===== src/design/ecbc_map.vh =====
// Register offsets, field positions, command codes and timing counts of the EEPROM command block.
// Assumes a 32-bit register port with word-aligned byte addresses.
`ifndef ECBC_MAP_VH
`define ECBC_MAP_VH
`define ECBC_CMD_OFF 8'hB0
`define ECBC_DATA_OFF 8'hB4
`define ECBC_IRQ_STAT_OFF 8'hB8
`define ECBC_IRQ_CLR_OFF 8'hBC
`define ECBC_IRQ_EN_OFF 8'hC0
`define ECBC_BUSY_BIT 31
`define ECBC_TOUT_BIT 9
`define ECBC_LOADED_BIT 8
`define ECBC_CMD_MSB 30
`define ECBC_CMD_LSB 28
`define ECBC_ADDR_MSB 7
`define ECBC_ADDR_LSB 0
`define ECBC_CMD_READ 3'h0
`define ECBC_CMD_WRITE 3'h3
`define ECBC_EV_DONE 0
`define ECBC_EV_TOUT 1
`define ECBC_EV_LOAD 2
`define ECBC_MAC_BYTES 6
`define ECBC_BIT_PERIOD_NS 1000
`define ECBC_CLK_PERIOD_NS 4
`define ECBC_TOUT_US 30000
`endif


===== src/design/ecbc_top.v =====
// EEPROM command and busy control: register port, serial EEPROM engine and post-reset address load.
// Assumes a serial EEPROM with select, clock, data-in and data-out pins, and one 250 MHz system clock.
//
// The address-and-strobe port was decided locally.
`timescale 1ns/100ps
`default_nettype none
`include "ecbc_map.vh"
// What this block does
// RULE1 - Writing one to busy bit starts the selected command at the selected address.
// RULE2 - Busy flag stays one throughout a command and clears itself only at completion.
// RULE3 - A read places the EEPROM word in the data register before busy clears.
// RULE4 - Host leaves command and data registers alone while busy is set.
// RULE5 - With no EEPROM attached a write holds busy until timeout, then clears.
// RULE6 - Busy flag is high immediately after power-up or any reset.
// RULE7 - After reset the station address is loaded, then busy clears.
// RULE8 - Writing zero to the busy bit has no effect on a running command.
module ecbc_top #(
  parameter integer TOUT_CYCLES = (`ECBC_TOUT_US * 1000) / `ECBC_CLK_PERIOD_NS
) (
  input wire REF_CLK_I,
  input wire RST_N_I,
  input wire [7:0] ADDR_I,
  input wire [31:0] WDATA_I,
  input wire WR_I,
  input wire RD_I,
  output reg [31:0] RDATA_O,
  output reg IRQ_O,
  output reg EE_CS_O,
  output reg EE_SK_O,
  output reg EE_DI_O,
  input wire EE_DO_I,
  output reg [47:0] MAC_ADDR_O
);
  localparam integer BIT_DIV = `ECBC_BIT_PERIOD_NS / `ECBC_CLK_PERIOD_NS;
  localparam [2:0] ST_IDLE = 3'h0;
  localparam [2:0] ST_SHIFT = 3'h1;
  localparam [2:0] ST_WAIT = 3'h2;
  localparam [2:0] ST_GAP = 3'h3;
  localparam [2:0] ST_DONE = 3'h4;

  reg busy_q;
  reg loading_q;
  reg [2:0] load_idx_q;
  reg [2:0] state_q;
  reg [2:0] cmd_q;
  reg [7:0] addr_q;
  reg [7:0] data_q;
  reg tout_q;
  reg loaded_q;
  reg [2:0] stat_q;
  reg [2:0] en_q;
  reg [19:0] shreg_q;
  reg [4:0] bits_q;
  reg sk_phase_q;
  reg [31:0] tcnt_q;
  reg [31:0] rd_mux;
  wire tick;
  wire do_sync;
  wire start_host;
  wire wr_cmd;
  wire wr_data;
  wire wr_clr;
  wire wr_en;
  reg ev_done;
  reg ev_tout;
  reg ev_load;

  function [19:0] ecbc_frame;
    input [2:0] op;
    input [7:0] a;
    input [7:0] d;
    begin
      ecbc_frame = {1'b1, op, a, d};
    end
  endfunction

  // One decode serves every write strobe; the read mux applies the address map separately.
  function ecbc_hit;
    input strobe;
    input [7:0] addr;
    input [7:0] off;
    begin
      ecbc_hit = strobe && (addr == off);
    end
  endfunction

  assign wr_cmd = ecbc_hit(WR_I, ADDR_I, `ECBC_CMD_OFF);
  assign wr_data = ecbc_hit(WR_I, ADDR_I, `ECBC_DATA_OFF);
  assign wr_clr = ecbc_hit(WR_I, ADDR_I, `ECBC_IRQ_CLR_OFF);
  assign wr_en = ecbc_hit(WR_I, ADDR_I, `ECBC_IRQ_EN_OFF);

  ecbc_divider #(
    .DIV(BIT_DIV)
  ) u_div (
    .clk_i(REF_CLK_I),
    .rst_n_i(RST_N_I),
    .run_i(busy_q),
    .tick_o(tick)
  );

  ecbc_sync u_sync (
    .clk_i(REF_CLK_I),
    .rst_n_i(RST_N_I),
    .pin_i(EE_DO_I),
    .level_o(do_sync)
  );

  // Host start only counts while idle; a zero written to the busy bit never touches the engine.
  assign start_host = wr_cmd && WDATA_I[`ECBC_BUSY_BIT] && !busy_q; // [RULE1] [RULE8]

  always @(posedge REF_CLK_I or negedge RST_N_I) begin
    if (!RST_N_I) begin
      busy_q <= 1'b1; // [RULE6]
      loading_q <= 1'b1;
      load_idx_q <= 3'h0;
      state_q <= ST_IDLE;
      cmd_q <= `ECBC_CMD_READ;
      addr_q <= 8'h00;
      data_q <= 8'h00;
      tout_q <= 1'b0;
      loaded_q <= 1'b0;
      shreg_q <= 20'h00000;
      bits_q <= 5'h00;
      sk_phase_q <= 1'b0;
      tcnt_q <= 32'h00000000;
      EE_CS_O <= 1'b0;
      EE_SK_O <= 1'b0;
      EE_DI_O <= 1'b0;
      MAC_ADDR_O <= 48'h000000000000;
      ev_done <= 1'b0;
      ev_tout <= 1'b0;
      ev_load <= 1'b0;
    end else begin
      ev_done <= 1'b0;
      ev_tout <= 1'b0;
      ev_load <= 1'b0;
      // Command and data registers are only writable while idle, so a careless host cannot corrupt a command.
      if (wr_cmd && !busy_q) begin // [RULE8]
        cmd_q <= WDATA_I[`ECBC_CMD_MSB:`ECBC_CMD_LSB];
        addr_q <= WDATA_I[`ECBC_ADDR_MSB:`ECBC_ADDR_LSB];
        if (WDATA_I[`ECBC_TOUT_BIT]) begin
          tout_q <= 1'b0;
        end
      end
      if (wr_data && !busy_q) begin
        data_q <= WDATA_I[7:0];
      end
      if (start_host) begin
        busy_q <= 1'b1; // [RULE1]
      end
      case (state_q)
        ST_IDLE: begin
          if (loading_q) begin
            shreg_q <= ecbc_frame(`ECBC_CMD_READ, {5'h00, load_idx_q}, 8'h00); // [RULE7]
            bits_q <= 5'h14;
            tcnt_q <= 32'h00000000;
            state_q <= ST_SHIFT;
          end else if (start_host) begin
            shreg_q <= ecbc_frame(WDATA_I[`ECBC_CMD_MSB:`ECBC_CMD_LSB], WDATA_I[`ECBC_ADDR_MSB:`ECBC_ADDR_LSB],
              data_q);
            cmd_q <= WDATA_I[`ECBC_CMD_MSB:`ECBC_CMD_LSB];
            bits_q <= 5'h14;
            tcnt_q <= 32'h00000000;
            state_q <= ST_SHIFT;
          end
        end
        ST_SHIFT: begin
          EE_CS_O <= 1'b1;
          if (tick) begin
            sk_phase_q <= !sk_phase_q;
            EE_SK_O <= sk_phase_q;
            if (!sk_phase_q) begin
              // Data-in moves while the serial clock is low, half a bit ahead of its rising edge.
              // The frame ends on a falling edge, so the clock rests low with no short pulse.
              if (bits_q == 5'h00) begin
                state_q <= (cmd_q == `ECBC_CMD_WRITE && !loading_q) ? ST_WAIT : ST_DONE;
              end else begin
                EE_DI_O <= shreg_q[19];
              end
            end else begin
              shreg_q <= {shreg_q[18:0], do_sync};
              bits_q <= bits_q - 5'h01;
            end
          end
        end
        ST_WAIT: begin
          // The EEPROM pulls data-out high when its internal write ends; absent, it never does.
          EE_SK_O <= 1'b0;
          tcnt_q <= tcnt_q + 32'h00000001;
          if (do_sync) begin
            state_q <= ST_DONE;
          end else if (tcnt_q >= TOUT_CYCLES - 1) begin
            tout_q <= 1'b1; // [RULE5]
            ev_tout <= 1'b1;
            state_q <= ST_DONE;
          end
        end
        ST_DONE: begin
          EE_CS_O <= 1'b0;
          EE_SK_O <= 1'b0;
          EE_DI_O <= 1'b0;
          sk_phase_q <= 1'b0;
          if (loading_q) begin
            MAC_ADDR_O <= {shreg_q[7:0], MAC_ADDR_O[47:8]};
            if (load_idx_q == `ECBC_MAC_BYTES - 1) begin
              loading_q <= 1'b0;
              loaded_q <= 1'b1;
              busy_q <= 1'b0; // [RULE7]
              ev_load <= 1'b1;
              state_q <= ST_IDLE;
            end else begin
              load_idx_q <= load_idx_q + 3'h1;
              state_q <= ST_GAP;
            end
          end else begin
            if (cmd_q == `ECBC_CMD_READ) begin
              data_q <= shreg_q[7:0]; // [RULE3]
            end
            busy_q <= 1'b0; // [RULE2]
            ev_done <= 1'b1;
            state_q <= ST_IDLE;
          end
        end
        ST_GAP: begin
          state_q <= ST_IDLE;
        end
        default: begin
          state_q <= ST_IDLE;
        end
      endcase
    end
  end

  // Sticky status: a set in the same cycle as a clear wins.
  always @(posedge REF_CLK_I or negedge RST_N_I) begin
    if (!RST_N_I) begin
      stat_q <= 3'h0;
      en_q <= 3'h0;
      IRQ_O <= 1'b0;
    end else begin
      if (wr_en) begin
        en_q <= WDATA_I[2:0];
      end
      stat_q <= (wr_clr ? (stat_q & ~WDATA_I[2:0]) : stat_q) |
        {ev_load, ev_tout, ev_done};
      IRQ_O <= |(stat_q & en_q);
    end
  end

  always @* begin
    case (ADDR_I)
      `ECBC_CMD_OFF: rd_mux = {busy_q, cmd_q, 18'h0, tout_q, loaded_q, addr_q};
      `ECBC_DATA_OFF: rd_mux = {24'h000000, data_q};
      `ECBC_IRQ_STAT_OFF: rd_mux = {29'h0, stat_q};
      `ECBC_IRQ_EN_OFF: rd_mux = {29'h0, en_q};
      default: rd_mux = 32'h00000000;
    endcase
  end

  always @(posedge REF_CLK_I or negedge RST_N_I) begin
    if (!RST_N_I) begin
      RDATA_O <= 32'h00000000;
    end else begin
      RDATA_O <= RD_I ? rd_mux : 32'h00000000;
    end
  end
endmodule
`default_nettype wire


===== src/design/ecbc_divider.v =====
// Bit-rate enable generator for the serial EEPROM link.
// Assumes one system clock; emits a one-cycle enable pulse every DIV cycles while run_i is high, none while it is low.
`timescale 1ns/100ps
`default_nettype none
module ecbc_divider #(
  parameter integer DIV = 250
) (
  input wire clk_i,
  input wire rst_n_i,
  input wire run_i,
  output reg tick_o
);
  reg [15:0] cnt_q;

  always @(posedge clk_i or negedge rst_n_i) begin
    if (!rst_n_i) begin
      cnt_q <= 16'h0000;
      tick_o <= 1'b0;
    end else if (!run_i) begin
      cnt_q <= 16'h0000;
      tick_o <= 1'b0;
    end else if (cnt_q == DIV[15:0] - 16'h0001) begin
      cnt_q <= 16'h0000;
      tick_o <= 1'b1;
    end else begin
      cnt_q <= cnt_q + 16'h0001;
      tick_o <= 1'b0;
    end
  end
endmodule
`default_nettype wire


===== src/design/ecbc_sync.v =====
// Three-stage input synchroniser for the EEPROM data-out pin.
// A change is taken once the second and third stages agree.
`timescale 1ns/100ps
`default_nettype none
module ecbc_sync (
  input wire clk_i,
  input wire rst_n_i,
  input wire pin_i,
  output reg level_o
);
  reg s1_q;
  reg s2_q;
  reg s3_q;

  always @(posedge clk_i or negedge rst_n_i) begin
    if (!rst_n_i) begin
      s1_q <= 1'b0;
      s2_q <= 1'b0;
      s3_q <= 1'b0;
      level_o <= 1'b0;
    end else begin
      s1_q <= pin_i;
      s2_q <= s1_q;
      s3_q <= s2_q;
      if (s2_q == s3_q) begin
        level_o <= s3_q;
      end
    end
  end
endmodule
`default_nettype wire


===== config.mk =====
export PLATFORM = sky130hd
export DESIGN_NAME = ecbc_top
export DESIGN_NICKNAME = d
export VERILOG_FILES = /design/src/design/ecbc_top.v /design/src/design/ecbc_divider.v /design/src/design/ecbc_sync.v
export VERILOG_INCLUDE_DIRS = /design/src /design/src/design
export SDC_FILE = /design/constraint.sdc
export NUM_CORES = 1
export LEC_CHECK = 0
export ABC_AREA = 1
export BUFFER_PORTS_ARGS = -buffer_cell sky130_fd_sc_hd__buf_2
export CAP_MARGIN = 25
export CORE_UTILIZATION = 40
export DETAILED_ROUTE_END_ITERATION = 16
export GPL_ROUTABILITY_DRIVEN = 0
export PLACE_DENSITY = 0.68
export RECOVER_POWER = 50
export SYNTH_ARGS = -nofsm -noshare
export SYNTH_HDL_FRONTEND = slang
export SYNTH_SLANG_ARGS = --single-unit

===== constraint.sdc =====
create_clock -name REF_CLK_I -period 2.5 [get_ports REF_CLK_I]
set_input_delay 0.5 -clock REF_CLK_I [delete_from_list [all_inputs] [get_ports REF_CLK_I]]
set_output_delay 0.5 -clock REF_CLK_I [all_outputs]
set_load 0.03 [all_outputs]

==> flow_summary.ini <==
[routing]
via_per_inst = 4.97
num_vias = 7359
drtIter0Drc = 446
ant_nets = 0
first_pass_iters = 5
wl_per_cell_um = 13.5
routed_wl_um = 20000
drc_errors = 0

[clock_network]
cts_resized = 0
numCtsBuffers = 17
clock-sinks = 183
post_cts_buffers = 0
cts_root_buffer = clkbuf_16
path_clk_slew_ps = 70
ctsHoldBuffers = 0
cts_max_level = 4
worstSkewPairLatency_ps = 430
cts_buffer_depth = 2
cts_tree = built

[sta]
worst_slack_ps = 392
whs_ps = 171
grt_setup_unrepaired = false
worst_pin_slew_ps = 1630
hold_viol_final = 0
period_share = 0.843
relSlewSlack = -0.0841
finalClockSkew_ps = 7.09
setup_viol = 0
setup_tns_ps = 0
final_max_slew_viol_count = 64
min_period_ps = 2110
max_freq_mhz = 474

[pwr]
clkPwrFrac = 0.461
power.density_mw_per_mm2 = 578
switching_share = 0.219
p_leak_uw = 0.00548
intPower_uw = 4580
power.share.sequential = 0.508
comb_power_share = 0.030
ir_worst_vdd_v = 0.000410
switching_power_uw = 1280

[flow_run]
drv_cap = 1

[global_route]
grt_first_pass_wirelength_um = 33600
grt_overflow = 0
antenna_found_initial = 0
grt_pass1_vias = 7022
grt_use_total = 0.188
grt_max_degree = 66

[placed_design]
dp_slack_ps = 398
dpl.hpwl_um = 14200
port_buffers = 91

[worst_setup_path]
critPathKind = input pin to register
r2r_cells = 9
crit_path_end_kind = register
cp_max_fo = 16
required_ps = 2810
cp.arrival_ps = 2420
worst_setup_path_start_kind = input pin

[hold_path]
min_path_type = input pin to register
min_path_cells = 1

[status]
status = finished with violations
violations = capacitance limit, slew limit

[die]
core-area_mm2 = 0.0218
rows = 54
die_w_um = 151
initial_core_util = 0.409
die_area_mm2 = 0.0229
io_pins = 129
die_h_um = 151

[cells_and_area]
layout_commonest_cell = nand2_1
nets = 1239
final_cell_mix = nand2_1 (324), dfrtp_1 (181), inv_1 (111)
drive_above_1_share = 0.145
diodes = 0
syn2layout_area_growth_pct = 13.6
fill_cells = 2156

[synthesis]
yosys_warnings = 0
synth-main-ff-cell = dfrtp_1
ys_seq_area_frac = 0.513
synth.avg_cell_area_um2 = 8.12
synth_edf_count = 0
synth_cells = 1099
synth_area_mm2 = 0.00893
async_flop_share = 1.00
synth_cell_type_count = 51
synth-seq-cells = 183
-- layout make-up --
type / count / area [um^2] / area share
multi-input cells: 759 / 3600 / 0.355
well taps: 280 / 350 / 0.0345
clock buffers: 19 / 433 / 0.0427
inverters: 123 / 462 / 0.0455
repair buffers: 103 / 562 / 0.0554
clock inverters: 13 / 155 / 0.0153
flip-flops and latches: 183 / 4580 / 0.452
-- worst max-delay path, stage by stage --
cell and delay, ps:
clkbuf_1 90, inv_1 70, nand2_1 50, nor2_1 260, nand4_1 460, nor3_4 650
nand2_1 130, o211ai_1 130, nand2_1 70
-- through the flow --
step | std cells | cell area, um^2 | utilization | power (uW)
floorplan | 1116 | 8990 | - | 3130
global placement | 1447 | 9600 | 0.440 | 3220
detailed placement | 1448 | 9610 | 0.440 | 3220
CTS | 1480 | 10200 | 0.467 | 5930
global route | 1480 | 10100 | 0.465 | 6080
finish | 1480 | 10100 | 0.465 | 5860
-- sequential cells by signal, indices dropped and copies added (netlist names), 3 cells and up --
signal,flops
RDATA_O,14
data_q,8
addr_q,8
u_div.cnt_q,16
load_idx_q,3
shreg_q,20
MAC_ADDR_O,48
stat_q,3
tcnt_q,32
en_q,3
state_q,3
bits_q,5
cmd_q,3
-- routing by layer --
metal,part of all wire,vias up,track usage
li1,-,3658,-
met1,0.45,3513,0.235
met2,0.49,165,0.320
met3,0.044,23,0.0386
met4,0.016,0,0.0635
met5,0,-,0
-- power by group through the flow --
stage	clock network, uW	logic [uW]	registers, uW
2_1_floorplan	0	92.4	3040
3_3_place_gp	0	187	3030
3_5_place_dp	0	188	3030
4_1_cts	2760	189	2980
5_1_grt	2900	202	2980
6_report	2700	177	2980
-- cells by family after synthesis --
| group | synth area share |
|---|---|
| fa+ha+maj | 0.0109 |
| other cells | 0.000420 |
| mux | 0.00238 |
| xor+xnor | 0.0108 |
| buf+inv | 0.0874 |
| flops | 0.513 |
| compound gates | 0.100 |
| simple gates | 0.274 |
-- path summary, 6_finish.rpt --
kind                             startpoint        endpoint  slack (ps)
worst max-delay path              ADDR_I[6]       data_q[6]         390
worst min-delay path                EE_DO_I     u_sync.s1_q         170
worst max register to register       busy_q      tcnt_q[10]         530
worst min register to register  u_sync.s1_q     u_sync.s2_q         350
max in group asynchronous           RST_N_I  u_div.cnt_q[7]         660
min in group asynchronous           RST_N_I      RDATA_O[3]         480
-- Yosys cell counts, types with 2 or more instances --
master / n / share of area
nand2_1: 324 / 0.14
dfrtp_1: 181 / 0.51
inv_1: 111 / 0.047
nor2_1: 86 / 0.036
o21ai_0: 81 / 0.045
nand3_1: 62 / 0.035
o21ai_1: 34 / 0.019
a21oi_1: 23 / 0.013
buf_4: 22 / 0.018
nor3_1: 21 / 0.012
nor2_2: 14 / 0.0098
clkbuf_1: 13 / 0.0055
inv_2: 12 / 0.0050
buf_2: 11 / 0.0062
o211ai_1: 10 / 0.0084
ha_1: 7 / 0.0098
nand4_1: 7 / 0.0049
nor3b_1: 7 / 0.0059
xnor2_1: 6 / 0.0059
nand2b_1: 5 / 0.0035
o22ai_1: 5 / 0.0035
xor2_1: 5 / 0.0049
buf_6: 4 / 0.0050
nor2_4: 4 / 0.0050
nor4_1: 4 / 0.0028
or2_2: 4 / 0.0028
nand2_2: 3 / 0.0021
nand3b_1: 3 / 0.0025
o21bai_1: 3 / 0.0025
dfstp_2: 2 / 0.0059
nand3_2: 2 / 0.0022
nor3_2: 2 / 0.0022
nor3b_2: 2 / 0.0028
o31ai_1: 2 / 0.0017
(Power assumes the default switching activity.)
